### src/rtl/store_addr_map.vh
// Field positions, codes, address step and register map of the store address generator
// Functional notes
// - Long store opcode 100110, bank bit per operand
// - Short displacement: twenty sign copies ahead
// - Long displacement: four signs, field, extension
// - Data type from instruction bits 13..12
// - Memory stores: bytes, halfwords, word, double
// - Base not status word: base plus displacement
// - Double: second word at address plus four
// - Base status word: I/O address is displacement
// - I/O stores only word or double
// - I/O displacement: base plus displacement
// - Opcode 100111: store old base, then advance
// - Double next-address: update first, old plus four
// - Non-byte: displacement bit zero cleared for update
// - Opcode 1101110: word store, base plus four
// - Short format base is always local
// - Register-indirect word store leaves base unchanged
`ifndef STORE_ADDR_MAP_VH
`define STORE_ADDR_MAP_VH

// Instruction word: [31:16] first halfword, [15:0] second halfword
`define OPL_HI        31
`define OPL_LO        26
`define OPS_HI        31
`define OPS_LO        25
`define OP_LONG_DISP  6'h26
`define OP_LONG_NEXT  6'h27
`define OP_SHORT_POST 7'h6E
`define OP_SHORT_REG  7'h6C
`define D_BIT         25
`define S_BIT         24
`define RD_HI         23
`define RD_LO         20
`define RS_HI         19
`define RS_LO         16
`define E_BIT         15
`define SGN_BIT       14
`define DD_HI         13
`define DD_LO         12
`define DISPLACEMENT_LOW_FIELD_HI       11
`define DISPLACEMENT_LOW_FIELD_LO       0
`define SR_CODE       4'h1
`define PC_CODE       4'h0

// Data-type field
`define DD_BYTE_U     2'h0
`define DD_BYTE_S     2'h1
`define DD_HALF       2'h2
`define DD_WIDE       2'h3

// Store data types
`define T_BU          3'h0
`define T_BS          3'h1
`define T_HU          3'h2
`define T_HS          3'h3
`define T_W           3'h4
`define T_D           3'h5

// Address modes
`define M_NONE        3'h0
`define M_DISP        3'h1
`define M_IOA         3'h2
`define M_IOD         3'h3
`define M_NEXT        3'h4
`define M_POST        3'h5
`define M_REGIND      3'h6

`define WORD_STEP     32'h00000004

// Register map (byte addresses)
`define R_INSTR       8'h00
`define R_EXT         8'h04
`define R_BASE        8'h08
`define R_SRC         8'h0C
`define R_PAIR        8'h10
`define R_CTRL        8'h14
`define R_STATUS      8'h18
`define R_ADDR        8'h1C
`define R_WBVAL       8'h20
`define R_INFO        8'h24

// Control and status bits
`define CTRL_GO       0
`define ST_BUSY       0
`define ST_DONE       1
`define ST_ERR        2
`define ST_ILLEGAL    3
`define ST_MISUSE     4

`endif

### src/rtl/store_address_generation.v
// APB-controlled store decoder and store sequencer
//
// Decided for this implementation: the APB register port and the register addresses.
`timescale 1ns/10ps
`default_nettype none
`include "store_addr_map.vh"

module store_address_generation #(
   parameter AW = 8
) (
   input  wire          pclk,
   input  wire          presetn,
   input  wire          psel,
   input  wire          penable,
   input  wire          pwrite,
   input  wire [AW-1:0] paddr,
   input  wire [31:0]   pwdata,
   output wire [31:0]   prdata,
   output wire          pready,
   output wire          pslverr,
   output wire          st_valid,
   input  wire          st_ready,
   input  wire          st_err,
   output wire [31:0]   st_addr,
   output wire [31:0]   st_data,
   output wire [2:0]    st_type,
   output wire          st_io,
   output wire          st_second,
   output wire          wb_valid,
   output wire          wb_bank,
   output wire [3:0]    wb_index,
   output wire [31:0]   wb_value
);

   localparam [2:0] S_IDLE   = 3'b001;
   localparam [2:0] S_FIRST  = 3'b010;
   localparam [2:0] S_SECOND = 3'b100;

   // Software-loaded operands
   reg  [31:0] instr_r;
   reg  [15:0] ext_r;
   reg  [31:0] base_r;
   reg  [31:0] src_r;
   reg  [31:0] pair_r;

   // Sequencer state
   reg  [2:0]  state_r;
   reg  [2:0]  state_nxt;
   reg  [31:0] st_addr_r;
   reg  [31:0] st_data_r;
   reg  [2:0]  st_type_r;
   reg         st_io_r;
   reg         double_r;
   reg         wb_valid_r;
   reg         wb_bank_r;
   reg  [3:0]  wb_index_r;
   reg  [31:0] wb_value_r;
   reg  [31:0] last_addr_r;
   reg  [31:0] prdata_r;

   // Sticky status
   reg         done_r;
   reg         err_r;
   reg         illegal_r;
   reg         misuse_r;

   // Decoder outputs
   wire [2:0]  dec_mode;
   wire [2:0]  dec_type;
   wire        dec_double;
   wire        dec_io;
   wire [31:0] dec_addr;
   wire        dec_wb_en;
   wire [31:0] dec_wb_value;
   wire        dec_base_bank;
   wire [3:0]  dec_base_index;
   wire        dec_src_bank;
   wire [3:0]  dec_src_index;
   wire        dec_misuse;

   // Bus decode
   wire        apb_setup  = psel & ~penable;
   wire        apb_access = psel & penable;
   wire        apb_wr     = apb_access & pwrite;
   wire        busy       = ~state_r[0];
   reg         mapped;
   reg  [31:0] rd_mux;

   // Events
   wire        go_req     = apb_wr && (paddr == `R_CTRL) && pwdata[`CTRL_GO] && !busy;
   wire        go_ok      = go_req && (dec_mode != `M_NONE);
   wire        go_bad     = go_req && (dec_mode == `M_NONE);
   wire        accept     = st_valid && st_ready;
   wire        finish     = accept && (state_r == S_SECOND || st_err || !double_r);
   wire        status_wr  = apb_wr && (paddr == `R_STATUS);
   wire        op_wr      = apb_wr && !busy;

   store_decode u_decode (
      .instr      (instr_r),
      .ext        (ext_r),
      .base       (base_r),
      .mode       (dec_mode),
      .dtype      (dec_type),
      .is_double  (dec_double),
      .is_io      (dec_io),
      .addr       (dec_addr),
      .wb_en      (dec_wb_en),
      .wb_value   (dec_wb_value),
      .base_bank  (dec_base_bank),
      .base_index (dec_base_index),
      .src_bank   (dec_src_bank),
      .src_index  (dec_src_index),
      .misuse     (dec_misuse)
   );

   assign pready    = 1'b1;
   assign pslverr   = apb_access & ~mapped;
   assign prdata    = prdata_r;
   assign st_valid  = state_r[1] | state_r[2];
   assign st_addr   = st_addr_r;
   assign st_data   = st_data_r;
   assign st_type   = st_type_r;
   assign st_io     = st_io_r;
   assign st_second = state_r[2];
   assign wb_valid  = wb_valid_r;
   assign wb_bank   = wb_bank_r;
   assign wb_index  = wb_index_r;
   assign wb_value  = wb_value_r;

   // Address decode and read mux
   always @* begin
      mapped = 1'b1;
      rd_mux = 32'h00000000;
      case (paddr)
         `R_INSTR:  rd_mux = instr_r;
         `R_EXT:    rd_mux = {16'h0000, ext_r};
         `R_BASE:   rd_mux = base_r;
         `R_SRC:    rd_mux = src_r;
         `R_PAIR:   rd_mux = pair_r;
         `R_CTRL:   rd_mux = 32'h00000000;
         `R_STATUS: begin
            rd_mux[`ST_BUSY]    = busy;
            rd_mux[`ST_DONE]    = done_r;
            rd_mux[`ST_ERR]     = err_r;
            rd_mux[`ST_ILLEGAL] = illegal_r;
            rd_mux[`ST_MISUSE]  = misuse_r;
         end
         `R_ADDR:   rd_mux = last_addr_r;
         `R_WBVAL:  rd_mux = wb_value_r;
         `R_INFO:   rd_mux = {10'h000, dec_src_bank, dec_src_index, dec_base_bank,
                              dec_base_index, 1'b0, dec_wb_en, dec_io, dec_double,
                              1'b0, dec_type, 1'b0, dec_mode};
         default:   mapped = 1'b0;
      endcase
   end

   // Read data captured in the setup phase
   always @(posedge pclk or negedge presetn) begin
      if (!presetn)
         prdata_r <= 32'h00000000;
      else if (apb_setup && !pwrite)
         prdata_r <= rd_mux;
   end

   // Operand registers, frozen while a store runs
   always @(posedge pclk or negedge presetn) begin
      if (!presetn) begin
         instr_r <= 32'h00000000;
         ext_r   <= 16'h0000;
         base_r  <= 32'h00000000;
         src_r   <= 32'h00000000;
         pair_r  <= 32'h00000000;
      end else if (op_wr) begin
         case (paddr)
            `R_INSTR: instr_r <= pwdata;
            `R_EXT:   ext_r   <= pwdata[15:0];
            `R_BASE:  base_r  <= pwdata;
            `R_SRC:   src_r   <= pwdata;
            `R_PAIR:  pair_r  <= pwdata;
            default:  instr_r <= instr_r;
         endcase
      end
   end

   // Store sequencer
   always @* begin
      state_nxt = state_r;
      case (state_r)
         S_IDLE: begin
            if (go_ok)
               state_nxt = S_FIRST;
         end
         S_FIRST: begin
            if (accept)
               state_nxt = (double_r && !st_err) ? S_SECOND : S_IDLE;
         end
         S_SECOND: begin
            if (accept)
               state_nxt = S_IDLE;
         end
         default: state_nxt = S_IDLE;
      endcase
   end

   always @(posedge pclk or negedge presetn) begin
      if (!presetn) begin
         state_r     <= S_IDLE;
         st_addr_r   <= 32'h00000000;
         st_data_r   <= 32'h00000000;
         st_type_r   <= `T_BU;
         st_io_r     <= 1'b0;
         double_r    <= 1'b0;
         last_addr_r <= 32'h00000000;
      end else begin
         state_r <= state_nxt;
         if (go_ok) begin
            st_addr_r   <= dec_addr;
            st_data_r   <= src_r;
            st_type_r   <= dec_type;
            st_io_r     <= dec_io;
            double_r    <= dec_double;
            last_addr_r <= dec_addr;
         end else if (accept && state_r == S_FIRST && double_r && !st_err) begin
            // Second word follows the old base, not the updated one
            st_addr_r <= st_addr_r + `WORD_STEP;
            st_data_r <= pair_r;
         end
      end
   end

   // Base write-back issued with the first memory cycle, before any error
   always @(posedge pclk or negedge presetn) begin
      if (!presetn) begin
         wb_valid_r <= 1'b0;
         wb_bank_r  <= 1'b0;
         wb_index_r <= 4'h0;
         wb_value_r <= 32'h00000000;
      end else begin
         wb_valid_r <= go_ok && dec_wb_en;
         if (go_ok && dec_wb_en) begin
            wb_bank_r  <= dec_base_bank;
            wb_index_r <= dec_base_index;
            wb_value_r <= dec_wb_value;
         end
      end
   end

   // Sticky flags, write one to clear; a set in the same cycle wins
   always @(posedge pclk or negedge presetn) begin
      if (!presetn) begin
         done_r    <= 1'b0;
         err_r     <= 1'b0;
         illegal_r <= 1'b0;
         misuse_r  <= 1'b0;
      end else begin
         done_r    <= finish |
                      (done_r & ~(status_wr & pwdata[`ST_DONE]));
         err_r     <= (accept & st_err) |
                      (err_r & ~(status_wr & pwdata[`ST_ERR]));
         illegal_r <= go_bad |
                      (illegal_r & ~(status_wr & pwdata[`ST_ILLEGAL]));
         misuse_r  <= (go_ok & dec_misuse) |
                      (misuse_r & ~(status_wr & pwdata[`ST_MISUSE]));
      end
   end

endmodule // store_address_generation
`default_nettype wire

### src/rtl/store_decode.v
// Decode and address arithmetic of one store instruction
`timescale 1ns/10ps
`default_nettype none
`include "store_addr_map.vh"

module store_decode (
   input  wire [31:0] instr,
   input  wire [15:0] ext,
   input  wire [31:0] base,
   output reg  [2:0]  mode,
   output reg  [2:0]  dtype,
   output wire        is_double,
   output wire        is_io,
   output reg  [31:0] addr,
   output reg         wb_en,
   output reg  [31:0] wb_value,
   output wire        base_bank,
   output wire [3:0]  base_index,
   output wire        src_bank,
   output wire [3:0]  src_index,
   output wire        misuse
);

   wire [5:0]  op_long    = instr[`OPL_HI:`OPL_LO];
   wire [6:0]  op_short   = instr[`OPS_HI:`OPS_LO];
   wire        is_long    = (op_long == `OP_LONG_DISP) || (op_long == `OP_LONG_NEXT);
   wire        is_short   = (op_short == `OP_SHORT_POST) || (op_short == `OP_SHORT_REG);
   wire        sgn        = instr[`SGN_BIT];
   wire [1:0]  dd         = instr[`DD_HI:`DD_LO];
   wire [11:0] displacement_low_field       = instr[`DISPLACEMENT_LOW_FIELD_HI:`DISPLACEMENT_LOW_FIELD_LO];
   wire        base_is_sr = ~instr[`D_BIT] && (instr[`RD_HI:`RD_LO] == `SR_CODE);
   wire        base_is_pc = ~instr[`D_BIT] && (instr[`RD_HI:`RD_LO] == `PC_CODE);
   reg  [31:0] dis_raw;
   reg  [31:0] dis_eff;

   // Bank bit per operand; short format base always local
   assign base_bank  = is_long ? instr[`D_BIT] : 1'b1;
   assign base_index = instr[`RD_HI:`RD_LO];
   assign src_bank   = instr[`S_BIT];
   assign src_index  = instr[`RS_HI:`RS_LO];
   assign is_double  = (dtype == `T_D);
   assign is_io      = (mode == `M_IOA) || (mode == `M_IOD);
   assign misuse     = (mode == `M_NEXT) && (base_is_sr || base_is_pc);

   always @* begin
      if (instr[`E_BIT])
         dis_raw = {{4{sgn}}, displacement_low_field, ext};
      else
         dis_raw = {{20{sgn}}, displacement_low_field};
      // Low displacement bits select signedness, size and space
      case (dd)
         `DD_BYTE_U: dtype = `T_BU;
         `DD_BYTE_S: dtype = `T_BS;
         `DD_HALF:   dtype = dis_raw[0] ? `T_HS : `T_HU;
         default:    dtype = dis_raw[0] ? `T_D : `T_W;
      endcase
      if (!is_long)
         dtype = `T_W;
      case (dd)
         `DD_HALF: dis_eff = {dis_raw[31:1], 1'b0};
         `DD_WIDE: begin
            // Bit one is a space code only outside next-address mode
            if (op_long == `OP_LONG_NEXT)
               dis_eff = {dis_raw[31:1], 1'b0};
            else
               dis_eff = {dis_raw[31:2], 2'b00};
         end
         default:  dis_eff = dis_raw;
      endcase
      mode = `M_NONE;
      if (is_long && op_long == `OP_LONG_NEXT)
         mode = `M_NEXT;
      else if (is_long && dd == `DD_WIDE && dis_raw[1])
         mode = base_is_sr ? `M_IOA : `M_IOD;
      else if (is_long && !base_is_sr)
         mode = `M_DISP;
      else if (is_short && op_short == `OP_SHORT_POST)
         mode = `M_POST;
      else if (is_short)
         mode = `M_REGIND;
      wb_en    = 1'b0;
      wb_value = base;
      case (mode)
         `M_DISP:   addr = base + dis_eff;
         `M_IOD:    addr = base + dis_eff;
         `M_IOA:    addr = dis_eff;
         `M_NEXT: begin
            addr     = base;
            wb_en    = 1'b1;
            wb_value = base + dis_eff;
         end
         `M_POST: begin
            addr     = base;
            wb_en    = 1'b1;
            wb_value = base + `WORD_STEP;
         end
         `M_REGIND: addr = base;
         default:   addr = 32'h00000000;
      endcase
   end

endmodule // store_decode
`default_nettype wire

### config.mk
export PLATFORM = sky130hd
export DESIGN_NAME = store_address_generation
export DESIGN_NICKNAME = d
export VERILOG_FILES = /design/src/rtl/store_address_generation.v /design/src/rtl/store_decode.v
export VERILOG_INCLUDE_DIRS = /design/src /design/src/rtl
export SDC_FILE = /design/constraint.sdc
export NUM_CORES = 1
export LEC_CHECK = 0
export BUFFER_PORTS_ARGS = -buffer_cell sky130_fd_sc_hd__buf_4
export CELL_PAD_IN_SITES_DETAIL_PLACEMENT = 1
export CELL_PAD_IN_SITES_GLOBAL_PLACEMENT = 1
export CORE_MARGIN = 2
export CORE_UTILIZATION = 30
export DETAILED_ROUTE_END_ITERATION = 10
export PLACE_DENSITY = 0.67
export RECOVER_POWER = 25
export SYNTH_ARGS = -nofsm -noshare
export SYNTH_HDL_FRONTEND = slang
export SYNTH_SLANG_ARGS = --single-unit
### constraint.sdc
create_clock -name pclk -period 4.1 [get_ports pclk]
set_input_delay 0.41 -clock pclk [delete_from_list [all_inputs] [get_ports pclk]]
set_output_delay 0.41 -clock pclk [all_outputs]
set_load 0.1 [all_outputs]
==> Yosys cells after proc, flatten, opt, wreduce, memory -nomap -nowiden <==
Cells that the tools add are included.
Widths: inputs -> output; s select.
{ "word_totals": {"register_bits": 322, "wordCells": 159, "output_inout_bits": 142, "input_bits": 47} }
{ "classes": {"mux": 29, "eq_ne": 30, "n_addsub": 3, "reduce_logical": 49, "n_bitwise": 27} }
{ "ops": {"columns": ["op", "count"], "rows": [
  ["$pmux 27 s8", 1],
  ["$mux 32", 4],
  ["$pmux 32 s3", 1],
  ["$add 32x3->32 const B", 2],
  ["$pmux 32 s2", 1],
  ["$pmux 5 s9", 1],
  ["$add 32x32->32", 1],
  ["$eq 8x5->1 const B", 4],
  ["$mux 3", 10],
  ["$mux 28", 1],
  ["$logic_and 1x1->1", 23],
  ["$pmux 3 s3", 2],
  ["$eq 8x4->1 const B", 2],
  ["$eq 8x6->1 const B", 2],
  ["$eq 3x3->1 const B", 5],
  ["$and 1x1->1", 14],
  ["$eq 7x7->1 const B", 2],
  ["$eq 6x6->1 const B", 2],
  ["$reduce_and 2->1", 5],
  ["$reduce_or 10->1", 1],
  ["$eq 3x2->1 const B", 3],
  ["$eq 8x3->1 const B", 1],
  ["$logic_not 8->1", 1],
  ["$not 1->1", 8],
  ["other kinds (19)", 41]
]} }

==> Logic depth before layout (Yosys ltp) <==
{ "depth": {"word_depth": 11, "mapped_depth": 15, "ltp_nobuf": 13} }

==> Modules after synthesis <==
From an unflattened synthesis, not the netlist that was laid out.
{ "hier_totals": {"hier_cells": 1934, "hier_area_um2": 19079.5} }
{ "modules_own_cells": {"columns": ["module", "cells_per_inst", "seq_area_each_um2", "instances", "area_per_inst_um2"], "rows": [
  ["store_address_generation", 1331, 8059.0, 1, 15113.2],
  ["store_decode", 603, 0.0, 1, 3966.3]
]} }

==> Worst setup path after synthesis <==
Ideal clock, no wire load.
{ "synth_path": {"path_kind": "register -> register", "from": "reg instr_r[15]", "to": "reg wb_value_r[25], in the netlist wb_value[25]", "path_slack_ns": 0.731, "n_path_buf": 2, "arrival_ns": 3.243, "setup_ns": 0.126, "path_stages_with_launch": 13, "period_less_slack_ns": 3.369, "path_cell_list": "dfrtp_1 buf_1 clkbuf_1 mux2_2 ha_1 o211a_1 a2111oi_4 nor3_4 o21ba_2 a31oi_4 xnor2_1 a221oi_1 nor2_1"} }
{ "synth_via": {"elab_chain_cells": 8, "elab_cells_between_ends": 15, "classes_between": "1 x add/sub; 2 x eq/ne; 7 x mux; 5 x reduce/logical"} }
{ "synth_lines": {"columns": ["item", "line_no", "text"], "rows": [
  ["start: declaration", "store_address_generation.v:40", "reg [31:0] instr_r;"],
  ["start signal: assignment", "store_address_generation.v:175", "`R_INSTR: instr_r <= pwdata;"],
  ["start signal: assignment", "store_address_generation.v:180", "default: instr_r <= instr_r;"],
  ["$mux 28 *", "store_decode.v:46", "if (instr[`E_BIT])"],
  ["branches (longest 7 deep; another with $add 32x32->32)", null, null],
  ["end signal: assignment", "store_address_generation.v:243", "wb_value_r <= dec_wb_value;"],
  ["end: declaration", "store_address_generation.v:57", "reg [31:0] wb_value_r;"]
]} }
Every way passes the cells marked *.
A chain may end at the register's enable or synchronous reset.

==> Worst setup path in the final report <==
{ "layout_path": {"from": "reg instr_r[29]", "to": "reg st_addr_r[27], in the netlist st_addr[27]"} }
{ "layout_via": {"elab_chain_cells": 11, "elab_cells_between_ends": 32, "classes_between": "1 x add/sub; 10 x eq/ne; 9 x mux; 12 x reduce/logical"} }
{ "layout_lines": {"columns": ["item", "line_no", "text"], "rows": [
  ["branches (longest 11 deep; another with $add 32x32->32)", null, null],
  ["end signal: assignment", "store_address_generation.v:217", "st_addr_r <= dec_addr;"],
  ["end signal: assignment", "store_address_generation.v:225", "st_addr_r <= st_addr_r + `WORD_STEP;"],
  ["end: declaration", "store_address_generation.v:49", "reg [31:0] st_addr_r;"]
]} }
Several ways; the timed one is not identified.

==> flow_summary.ini <==
[detailed_routing]
ant_nets = 0
dr.pass1.iters = 5
dr_total_vias = 15100
drt-met1-wl_um = 32100
routed_wl_um = 71400
dr.max_layer_used = met5
vias_per_cell = 5.64
wl_met2_um = 31300
wire_per_inst_um = 26.7
drt_iter0_drc = 1434
drc = 0
dr_wl_met3_um = 5820

[clocking]
cts_tree = done
cts_setup_buffers = 0
ctsResizeCount = 0
cts_sinks = 322
clk_latency_ps = 560
cts_buffers = 37
clk_pin_slew_ps = 60
holdBufCountCts = 0
cts.path.max_buffers = 3
cts-root-buf = clkbuf_16
htree_levels = 2

[floorplanning]
die_h_um = 244
die-area_um2 = 59400
initial_core_util_pct = 30.5
rows = 87
coreArea_um2 = 56600
ioPinCount = 189
die_width_um = 244

[sta]
hold_viol = 0
slew_viol_final = 132
tightestPinTransition_ps = 3550
holdWs_ps = 93.3
rsz0062_at_grt = no
layout_worst_path_cycle_share_pct = 94.8
fmax_mhz = 257
fin_worst_skew_ps = 10.7
final-setup-viol-count = 0
fin_crit_ps = 3880
fin_setup_tns_ps = 0
slew_headroom_pct = -136

[synthesis]
async_flop_share_pct = 100
avgSynthCellArea_um2 = 10.1
synth_edf_count = 0
ys_seq_area_share_pct = 46.7
synthDistinctLibCells = 83
ys_ff_latch = 322
yosys_warnings = 0
syn_area_um2 = 17200
synthCells = 1715
synthesis.nets = 1796
synth_flop_cell = dfrtp_1

[setup_path]
start_kind = register
worst_ep_arrival_time_ps = 4300
critPathLaunch = instr_r[29]
cp_data_required_time_ps = 4520
cp-end-kind = register
reg2reg_from = instr_r[29]
worstPathMaxFanout = 4
crit_type = reg -> reg

[power_and_ir_drop]
leakage_nw = 9.87
p_total_mw = 7.53
ir_drop_v = 0.000193
power-per-cell-area_nw_per_um2 = 359

[placed_design]
io_buffers = 187
gp_congestion = 0.898
hpwl_um = 52900

[final_layout]
layout-drive-gt1-share_pct = 25.9
synthToLayoutAreaGrowth_pct = 21.7
fin_nets = 1976
most-common-layout-cells = dfrtp_1 (321), buf_4 (248), nand2_1 (212)
final_common_cell = dfrtp_1

[global_route]
grt-ovfl-total = 0
grt_usage_pct = 23.8
grt_antenna_before_repair = 2
grt_max_degree = 135
first_global_vias = 15800
grt_pass1_wl_um = 107000

[status]
violations = max-capacitance violations, max-slew violations
status = finished, violations left

[run]
timing.max_cap.violations = 1

[worst_hold_path]
min_path_type = in -> reg
hp-start = st_ready
## worst max-delay path, stage by stage (launching register included)
cell       delay [ps]
dfrtp_1           390
nand4b_1          300
nor2_1            200
nand2_1           160
a31oi_1           380
ha_1              330
a211o_1           320
a2111oi_4         410
nor3_4            110
o211ai_1          330
nand2_1           140
a21oi_1           230
xor2_1            320
a21oi_1           130
## cell type report
| cell class | instances | area (µm²) |
|---|---|---|
| fillers | 6378 | 35600 |
| flip-flops and latches | 322 | 8060 |
| diodes | 1 | 2.50 |
| multi-input cells | 1257 | 8700 |
| repair buffers | 254 | 1970 |
| clock buffers | 54 | 1070 |
| clock inverters | 10 | 159 |
| inverters | 23 | 86.3 |
| well taps | 756 | 946 |
## path summary, 6_finish.rpt
path                                to  slack, ps  depth (start not counted)
setup / recovery           st_addr[27]        220                         13
hold / removal              state_r[1]         90                          2
setup reg to reg           st_addr[27]        220                         13
hold reg to reg            st_data[30]        470                          2
max in group asynchronous    src_r[12]       1000                          1
min in group asynchronous  st_data[29]       1000                          1
## flip-flops by register name, indices dropped and copies added (netlist names), 4 cells and up
register,count
instr_r,32
src_r,32
ext_r,16
wb_value,32
st_addr,32
wb_index,4
base_r,32
prdata,32
last_addr_r,32
pair_r,32
st_data,32
## synthesized netlist by cell type, types with 7 or more instances
cell	number	share of area (%)
and2_1	10	0.36
buf_1	17	0.37
ha_1	33	2.4
dfrtp_1	321	47
nand3_1	33	0.96
a21o_1	9	0.39
a221oi_1	58	2.9
o21bai_1	8	0.35
nor3_1	18	0.52
a21oi_1	84	2.4
a221o_1	15	0.87
nor2_1	166	3.6
mux2i_1	11	0.64
o21a_1	18	0.78
nand4_1	26	0.94
inv_1	22	0.48
a31oi_1	35	1.3
a22o_1	41	2.1
a22oi_1	63	2.7
nand2_1	212	4.6
clkbuf_1	78	1.7
o21ai_0	49	1.4
buf_2	15	0.44
xnor2_1	41	2.1
and3_1	11	0.40
xor2_1	39	2.0
or3_1	7	0.25
a222oi_1	11	0.64
mux2_2	154	10
## power breakdown
part / switching (mW) / internal, mW
clock: 1.38 / 2.07
combinational: 0.600 / 0.172
sequential: 0.0687 / 3.25
## cell families (layout without fill, tap and decap cells)
group	count (synthesis)	in the layout	share of synthesized area, %
AND/OR/NAND/NOR	519	519	13.3
AO/OA/AOI/OAI	458	458	19.5
flip-flops	322	322	46.7
multiplexers	165	165	10.7
buffers and inverters	136	341	3.13
XOR/XNOR	80	80	4.06
adder cells (fa/ha/maj)	34	34	2.51
other	1	2	0.0217
## routing by layer
metal	track usage [%]	vias to the layer above
li1	-	6668
met1	33.6	7741
met2	35.9	583
met3	5.70	112
met4	7.14	2
met5	0	-
## per-stage QoR
stage                     cell area, µm²  worst slack [ps]  util [%]  instances
after floorplan                    17200               731         -       1715
after global placement             19800               375      34.9       2612
after detailed placement           19800               275      34.9       2612
after CTS                          21000               250      37.1       2676
after global routing               21000              29.7      37.1       2676
final                              21000               215      37.1       2677
Power figures use the tool's default switching activity.
